File: src/design/sram_ctrl_pkg.sv
// Package with timing constants and request types for the SRAM pin controller
package sram_ctrl_pkg;
	localparam int CLK_PERIOD_PS = 4000;
	localparam int ADDR_W = 17;
	localparam int DATA_W = 8;
	// Device times in ns, as printed
	localparam int READ_CYCLE_MIN_NS = 45;
	localparam int ADDR_TO_VALID_MAX_NS = 45;
	localparam int GATE_TO_VALID_MAX_NS = 22;
	localparam int GATE_OFF_TO_FLOAT_NS = 18;
	localparam int DESELECT_TO_FLOAT_NS = 18;
	localparam int WRITE_CYCLE_MIN_NS = 45;
	localparam int SELECT_TO_WRITE_END_NS = 35;
	localparam int ADDR_SETUP_WRITE_END_NS = 35;
	localparam int STROBE_PULSE_MIN_NS = 35;
	localparam int DATA_SETUP_WRITE_END_NS = 25;
	localparam int DATA_HOLD_WRITE_END_NS = 0;
	localparam int ADDR_HOLD_WRITE_END_NS = 0;
	localparam int ADDR_SETUP_WRITE_START_NS = 0;
	localparam int STROBE_LOW_TO_FLOAT_NS = 18;
	// Cycle counts, minima rounded up, at least one cycle
	function automatic int cyc_up(input int ns);
		int c;
		c = (ns * 1000 + CLK_PERIOD_PS - 1) / CLK_PERIOD_PS;
		return (c < 1) ? 1 : c;
	endfunction
	localparam int STROBE_CYC = cyc_up(
		(STROBE_PULSE_MIN_NS > STROBE_LOW_TO_FLOAT_NS + DATA_SETUP_WRITE_END_NS) ?
		STROBE_PULSE_MIN_NS : STROBE_LOW_TO_FLOAT_NS + DATA_SETUP_WRITE_END_NS);
	localparam int WRITE_CYC = cyc_up(WRITE_CYCLE_MIN_NS);
	localparam int READ_CYC = cyc_up(READ_CYCLE_MIN_NS);
	// Sample point covers the slowest of address, select and gate paths
	localparam int READ_SAMPLE_CYC = cyc_up(ADDR_TO_VALID_MAX_NS) + 2;
	localparam int FLOAT_CYC = cyc_up(
		(GATE_OFF_TO_FLOAT_NS > DESELECT_TO_FLOAT_NS) ?
		GATE_OFF_TO_FLOAT_NS : DESELECT_TO_FLOAT_NS);
	localparam int CNT_W = 8;
	// User request bundle
	typedef struct packed {
		logic write;
		logic [ADDR_W-1:0] addr;
		logic [DATA_W-1:0] wdata;
	} req_t;
	// Pin strobes bundle, select_low_active active low
	typedef struct packed {
		logic select_low_active;
		logic select_high_active;
		logic write_strobe_n;
		logic out_gate_n;
	} pins_t;
	typedef enum logic [2:0] {
		ST_IDLE = 3'b000,
		ST_WSTROBE = 3'b001,
		ST_WREC = 3'b010,
		ST_RACC = 3'b011,
		ST_RFLOAT = 3'b100
	} state_t;
endpackage

File: src/design/sram_sync2.sv
// Two flip-flop synchroniser for bus input pins
`timescale 1ns/1ps
`default_nettype none
module sram_sync2 #(
	parameter int WIDTH = 8
) (
	// Clock and reset
	input wire logic clk_in,
	input wire logic rstn_in,
	// Data
	input wire logic [WIDTH-1:0] d_in,
	output logic [WIDTH-1:0] q_out
);
	logic [WIDTH-1:0] meta_ff;
	// First stage feeds only the second stage
	always_ff @(posedge clk_in or negedge rstn_in)
	begin
		if (!rstn_in)
		begin
			meta_ff <= '0;
			q_out <= '0;
		end
		else
		begin
			meta_ff <= d_in;
			q_out <= meta_ff;
		end
	end
endmodule // sram_sync2
`default_nettype wire

File: src/design/sram_ctrl.sv
// Host-side controller driving an asynchronous 128K x 8 static RAM
`timescale 1ns/1ps
`default_nettype none
module sram_ctrl #(
	parameter int ADDR_W = sram_ctrl_pkg::ADDR_W,
	parameter int DATA_W = sram_ctrl_pkg::DATA_W
) (
	// Clock and reset
	input wire logic CLK_SYS_IN,
	input wire logic RSTN_IN,
	// User request port
	input wire logic REQ_VALID_IN,
	input wire sram_ctrl_pkg::req_t REQ_IN,
	output logic REQ_READY_OUT,
	output logic RDATA_VALID_OUT,
	output logic [DATA_W-1:0] RDATA_OUT,
	output logic WDONE_OUT,
	// SRAM pins
	output logic [ADDR_W-1:0] SRAM_ADDR_OUT,
	output sram_ctrl_pkg::pins_t SRAM_PINS_OUT,
	input wire logic [DATA_W-1:0] SRAM_DQ_IN,
	output logic [DATA_W-1:0] SRAM_DQ_OUT,
	output logic [DATA_W-1:0] SRAM_DQ_OE_N_OUT
);
	// Widths are fixed by the request struct, so other values cannot be served
	if (ADDR_W != sram_ctrl_pkg::ADDR_W || DATA_W != sram_ctrl_pkg::DATA_W)
	begin : g_width_check
		$error("sram_ctrl widths must match the request struct");
	end
	// Counts must fit the 8-bit counter; a recovery of zero cycles would hang
	if (sram_ctrl_pkg::CNT_W != 8 || sram_ctrl_pkg::STROBE_CYC > 255
		|| sram_ctrl_pkg::READ_SAMPLE_CYC > 255 || sram_ctrl_pkg::FLOAT_CYC > 255
		|| sram_ctrl_pkg::WRITE_CYC <= sram_ctrl_pkg::STROBE_CYC)
	begin : g_count_check
		$error("sram_ctrl cycle counts do not fit the sequencer");
	end

	localparam logic [7:0] STROBE_CYC = 8'(sram_ctrl_pkg::STROBE_CYC);
	localparam logic [7:0] WREC_CYC =
		8'(sram_ctrl_pkg::WRITE_CYC - sram_ctrl_pkg::STROBE_CYC);
	localparam logic [7:0] RSAMPLE_CYC = 8'(sram_ctrl_pkg::READ_SAMPLE_CYC);
	localparam logic [7:0] FLOAT_CYC = 8'(sram_ctrl_pkg::FLOAT_CYC);

	sram_ctrl_pkg::state_t state_ff;
	sram_ctrl_pkg::state_t nxt_state;
	logic [7:0] cnt_ff;
	logic [7:0] nxt_cnt;
	logic [DATA_W-1:0] dq_sync;
	logic cnt_done;

	// Read data pins come from another timing domain
	sram_sync2 #(
		.WIDTH(DATA_W)
	) u_dq_sync (
		.clk_in(CLK_SYS_IN),
		.rstn_in(RSTN_IN),
		.d_in(SRAM_DQ_IN),
		.q_out(dq_sync)
	);

	assign cnt_done = (cnt_ff == 8'h01);

	// Sequencing of every pin transition through fixed cycle counts
	always_comb
	begin
		nxt_state = state_ff;
		nxt_cnt = (cnt_ff > 8'h00) ? cnt_ff - 8'h01 : 8'h00;
		case (state_ff)
			sram_ctrl_pkg::ST_IDLE:
			begin
				// Ready gates the take, so the first cycle after reset refuses
				if (REQ_VALID_IN && REQ_READY_OUT)
				begin
					nxt_state = REQ_IN.write ? sram_ctrl_pkg::ST_WSTROBE
						: sram_ctrl_pkg::ST_RACC;
					nxt_cnt = REQ_IN.write ? STROBE_CYC : RSAMPLE_CYC;
				end
			end
			sram_ctrl_pkg::ST_WSTROBE:
			begin
				if (cnt_done)
				begin
					// Strobe and select release on the same edge, so both end the write
					nxt_state = sram_ctrl_pkg::ST_WREC;
					nxt_cnt = WREC_CYC;
				end
			end
			sram_ctrl_pkg::ST_WREC:
			begin
				if (cnt_done)
					nxt_state = sram_ctrl_pkg::ST_IDLE;
			end
			sram_ctrl_pkg::ST_RACC:
			begin
				if (cnt_done)
				begin
					nxt_state = sram_ctrl_pkg::ST_RFLOAT;
					nxt_cnt = FLOAT_CYC;
				end
			end
			sram_ctrl_pkg::ST_RFLOAT:
			begin
				// Device float time bounds bus turnaround
				if (cnt_done)
					nxt_state = sram_ctrl_pkg::ST_IDLE;
			end
			default:
			begin
				nxt_state = sram_ctrl_pkg::ST_IDLE;
				nxt_cnt = 8'h00;
			end
		endcase
	end

	// State and counter
	always_ff @(posedge CLK_SYS_IN or negedge RSTN_IN)
	begin
		if (!RSTN_IN)
		begin
			state_ff <= sram_ctrl_pkg::ST_IDLE;
			cnt_ff <= 8'h00;
		end
		else
		begin
			state_ff <= nxt_state;
			cnt_ff <= nxt_cnt;
		end
	end

	// Address and write data latched at request, held through recovery
	always_ff @(posedge CLK_SYS_IN or negedge RSTN_IN)
	begin
		if (!RSTN_IN)
		begin
			SRAM_ADDR_OUT <= '0;
			SRAM_DQ_OUT <= '0;
		end
		else if (state_ff == sram_ctrl_pkg::ST_IDLE && REQ_VALID_IN && REQ_READY_OUT)
		begin
			SRAM_ADDR_OUT <= REQ_IN.addr;
			SRAM_DQ_OUT <= REQ_IN.wdata;
		end
	end

	// Select, strobe and gate levels; select stays on through the strobe
	always_ff @(posedge CLK_SYS_IN or negedge RSTN_IN)
	begin
		if (!RSTN_IN)
		begin
			SRAM_PINS_OUT.select_low_active <= 1'b1;
			SRAM_PINS_OUT.select_high_active <= 1'b0;
			SRAM_PINS_OUT.write_strobe_n <= 1'b1;
			SRAM_PINS_OUT.out_gate_n <= 1'b1;
		end
		else
		begin
			// Selected in write strobe and read access only
			SRAM_PINS_OUT.select_low_active <= !(nxt_state == sram_ctrl_pkg::ST_WSTROBE
				|| nxt_state == sram_ctrl_pkg::ST_RACC);
			SRAM_PINS_OUT.select_high_active <= (nxt_state == sram_ctrl_pkg::ST_WSTROBE
				|| nxt_state == sram_ctrl_pkg::ST_RACC);
			// Strobe pulse spans float plus setup, also covering 35 ns
			SRAM_PINS_OUT.write_strobe_n <=
				!(nxt_state == sram_ctrl_pkg::ST_WSTROBE);
			// Gate kept high during writes so the device never drives
			SRAM_PINS_OUT.out_gate_n <= !(nxt_state == sram_ctrl_pkg::ST_RACC);
		end
	end

	// Own drivers on only in the write strobe; they release on the same edge that ends it
	always_ff @(posedge CLK_SYS_IN or negedge RSTN_IN)
	begin
		if (!RSTN_IN)
			SRAM_DQ_OE_N_OUT <= '1;
		else if (nxt_state == sram_ctrl_pkg::ST_WSTROBE)
			SRAM_DQ_OE_N_OUT <= '0;
		else
			SRAM_DQ_OE_N_OUT <= '1;
	end

	// Read capture at the end of the access window, after synchroniser delay
	always_ff @(posedge CLK_SYS_IN or negedge RSTN_IN)
	begin
		if (!RSTN_IN)
		begin
			RDATA_OUT <= '0;
			RDATA_VALID_OUT <= 1'b0;
			WDONE_OUT <= 1'b0;
			REQ_READY_OUT <= 1'b0;
		end
		else
		begin
			RDATA_VALID_OUT <= (state_ff == sram_ctrl_pkg::ST_RACC) && cnt_done;
			if ((state_ff == sram_ctrl_pkg::ST_RACC) && cnt_done)
				RDATA_OUT <= dq_sync;
			WDONE_OUT <= (state_ff == sram_ctrl_pkg::ST_WREC) && cnt_done;
			REQ_READY_OUT <= (nxt_state == sram_ctrl_pkg::ST_IDLE);
		end
	end
endmodule // sram_ctrl
`default_nettype wire

File: config.mk
export PLATFORM = sky130hd
export DESIGN_NAME = sram_ctrl
export DESIGN_NICKNAME = d
export VERILOG_FILES = /design/src/design/sram_ctrl_pkg.sv /design/src/design/sram_sync2.sv /design/src/design/sram_ctrl.sv
export SDC_FILE = /design/constraint.sdc
export NUM_CORES = 1
export LEC_CHECK = 0
export ABC_AREA = 1
export BUFFER_PORTS_ARGS = -buffer_cell sky130_fd_sc_hd__buf_2
export CAP_MARGIN = 40
export CORE_MARGIN = 3
export CORE_UTILIZATION = 45
export CTS_CLUSTER_SIZE = 24
export DETAILED_ROUTE_END_ITERATION = 8
export PLACE_DENSITY_LB_ADDON = 0.25
export SYNTH_ARGS = -nofsm -noshare
export SYNTH_HDL_FRONTEND = slang
export SYNTH_SLANG_ARGS = --single-unit
File: constraint.sdc
create_clock -name CLK_SYS_IN -period 1.3 [get_ports CLK_SYS_IN]
set_clock_uncertainty 0.1 [all_clocks]
set_input_delay 0.065 -clock CLK_SYS_IN [delete_from_list [all_inputs] [get_ports CLK_SYS_IN]]
set_output_delay 0.065 -clock CLK_SYS_IN [all_outputs]
set_load 0.02 [all_outputs]
==> run_results.csv <==
group,metric,value,unit
timing,finalWorstSetupSlack,-0.3097,ns
place,pre_cts_slack,-0.1454,ns
detailed_routing,viasPerCell,4.975,
yosys,synth_most_common_cell,"nand2_1",
yosys,synth_area_per_cell,9.731,µm²
yosys,synth-main-ff-cell,"dfrtp_1",
die,die-height,82.98,µm
final_layout,drive_above_1_share,0.5123,
timing,timing_hold_violations_final,0,
detailed_routing,vias,2582,
yosys,synthesis.area,2666,µm²
status,status,"complete, but fails checks",
global_route,antenna_found_initial,0,
final_layout,layout.nets,482,
die,boundaryPins,85,
final_layout,fillCellCount,337,
timing,period_minus_slack,1.610,ns
timing,drv_slew,0,
place,routabilityCongestion,0.9267,
clock_network,clock_path_buffers,2,
pwr,p_leak,0.002403,µW
clock_network,insertion_delay,0.36,ns
critical_path,crit_path_start_kind,"flop",
die,start_util,0.4755,
yosys,async_reset_ff_frac,1.000,
place,dp_cells,443,
pwr,power_density,2347,nW/µm²
yosys,yosys.area.top_type,"dfrtp_1",
final_layout,final_cell_count_no_fill,519,
detailed_routing,drc,0,
yosys,synth-edff-count,0,
final_layout,multi_input_area,1030,µm²
die,coreArea,5608,µm²
yosys,ys_ff_latch,67,
timing,relSlewSlack,0.7339,
detailed_routing,routed_wl,8.940,mm
yosys,synthDistinctLibCells,25,
yosys,ys_seq_area_frac,0.6302,
place,port_buffers,84,
detailed_routing,drtIter0Drc,228,
timing,timing.fmax,621.2,MHz
global_route,grt_pass1_wl,12.84,mm
yosys,syn_inst,274,
global_route,track_usage,0.2372,
pwr,peakVddDrop,0.001449,V
detailed_routing,avgRoutedWirePerCell,17.23,µm
detailed_routing,antenna_left,0,
min_path,hp-class,"primary input to asynchronous set/reset pin",
global_route,grt_max_degree,28,
critical_path,crit_fanout,4,
clock_network,cts_tree,"yes",
detailed_routing,first_pass_iters,4,
timing,tightest_slew,0.3991,ns
critical_path,crit_type,"flop to flop",
critical_path,cp_data_required_time,1.42,ns
status,violations,"setup timing",
clock_network,htree_levels,3,
die,die_w,82.98,µm
yosys,synth_top_cell_area_share,0.6007,
die,rows,27,
final_layout,seqCellArea,1682,µm²
place,dp_hpwl,4.078,mm
pwr,finalPower,10560,µW
clock_network,cts_sinks,67,
yosys,yosys_warnings,0,
job,maxCapViolations,0,
final_layout,antenna_cells,0,
critical_path,end_kind,"flop",
clock_network,cts-root-buf,"clkbuf_8",
global_route,grt_pass1_vias,2694,
timing,finalSetupViolCount,57,
final_layout,area_delta_synth_final,68.79,%
clock_network,numCtsBuffers,9,
yosys,ys_top_cells_by_count,"nand2_1 (123), dfrtp_1 (64), nor2_1 (20)",
timing,rsz0062_at_grt,"true",
timing,fin_hold_ws,0.07738,ns
critical_path,cp.arrival,1.73,ns
timing,fin_crit_sh,1.238,
global_route,overflow,0,
die,die_area,6885,µm²
clock_network,clkTransAtPathRegs,0.09,ns
yosys,synth_nets,314,
yosys,synthTopCellsByArea,"dfrtp_1 (60%), nand2_1 (17%), dfstp_2 (3.0%)",
[final timing paths]
path / slack, ns / cells after the start / to / from
max: -0.31 / 7 / cnt_ff[0]$_DFF_PN0_ / REQ_READY_OUT$_DFF_PN0_
min: 0.08 / 2 / u_dq_sync.q_out[5]$_DFF_PN0_ / RSTN_IN
max reg2reg: -0.31 / 7 / cnt_ff[0]$_DFF_PN0_ / REQ_READY_OUT$_DFF_PN0_
min reg2reg: 0.25 / 0 / u_dq_sync.q_out[4]$_DFF_PN0_ / u_dq_sync.meta_ff[4]$_DFF_PN0_
max in group asynchronous: 0.47 / 3 / SRAM_PINS_OUT[0]$_DFF_PN1_ / RSTN_IN
min in group CLK_SYS_IN: 0.25 / 0 / u_dq_sync.q_out[4]$_DFF_PN0_ / u_dq_sync.meta_ff[4]$_DFF_PN0_
[stage by stage]
stage,instance area (µm²),utilization,setup TNS (ns)
after detailed placement,3304,0.5892,-5.241
after global placement,3304,0.5892,-4.868
after CTS,4248,0.7575,-3.191
after global routing,4501,0.8025,-10.83
final,4501,0.8025,-9.057
after floorplan,2673,-,-0.02795
[registers in the layout (all words and copies together), names as in the netlist]
name	flops
SRAM_ADDR_OUT	17
RDATA_OUT	8
SRAM_DQ_OUT	8
cnt_ff	8
u_dq_sync.meta_ff	8
u_dq_sync.q_out	8
SRAM_PINS_OUT	3
state_ff	3
RDATA_VALID_OUT	1
REQ_READY_OUT	1
SRAM_DQ_OE_N_OUT	1
WDONE_OUT	1
[cells in the final DEF, fill, tap and decap left out, types with 3 or more instances in the layout]
master and instances:
nor2_4 5, nand2_4 10, inv_2 5, nand4_1 3
nand3_1 4, xor2_1 3, buf_6 17, nor2_2 6
buf_4 32, clkbuf_8 10, inv_1 9, dfrtp_1 63
dlygate4sd3_1 35, dfstp_2 3, nor2_1 14, nand2_1 82
buf_12 6, nand2_2 36, buf_16 4, buf_2 76
[what timing repair did]
| item | 4_1_cts | 5_1_grt |
|---|---|---|
| hold buffers | 35 | 0 |
| gates resized for setup | 56 | 56 |
| pin swaps | 16 | 6 |
| endpoints found under the hold margin | 101 | 0 |
| setup endpoints to repair | 51 | 60 |
| buffers inserted | 14 | 7 |
| cloned | 4 | 1 |
[routing by layer]
metal	wire, µm	up-vias	global-route usage
li1	-	1166	-
met1	3216	1233	0.2742
met2	4716	146	0.3980
met3	636	37	0.07341
met4	371	0	0.1174
met5	0	-	0
[where the power goes]
part	internal (µW)	leakage (µW)	switching (µW)	total [µW]
Clock	938	0.000102	861	1800
Sequential	2820	0.000820	507	3330
Combinational	2310	0.00148	3120	5430
Total	6080	0.00240	4490	10600
[logic make-up after synthesis]
kind of cell / after synthesis / share of synthesized area
buf+inv: 30 / 0.06851
fa+ha+maj: 3 / 0.01408
flops: 67 / 0.6302
simple gates: 163 / 0.2586
xor+xnor: 5 / 0.01643
compound gates: 6 / 0.01220
[critical path: stages (launching register included)]
cell,delay [ns]
dfrtp_1,0.46
nand2_2,0.14
nor2_4,0.07
buf_4,0.13
buf_6,0.11
buf_4,0.13
a22oi_1,0.20
nand2_1,0.11
[final cells by class]
type                            instances  area share
Clock buffer                           10     0.03058
Sequential cell                        67      0.3736
Multi-Input combinational cell        177      0.2288
Timing Repair Buffer                  172      0.3183
Tap cell                               72     0.02002
Inverter                               15     0.01418
Clock inverter                          6     0.01446
Power figures use the tool's default switching activity.
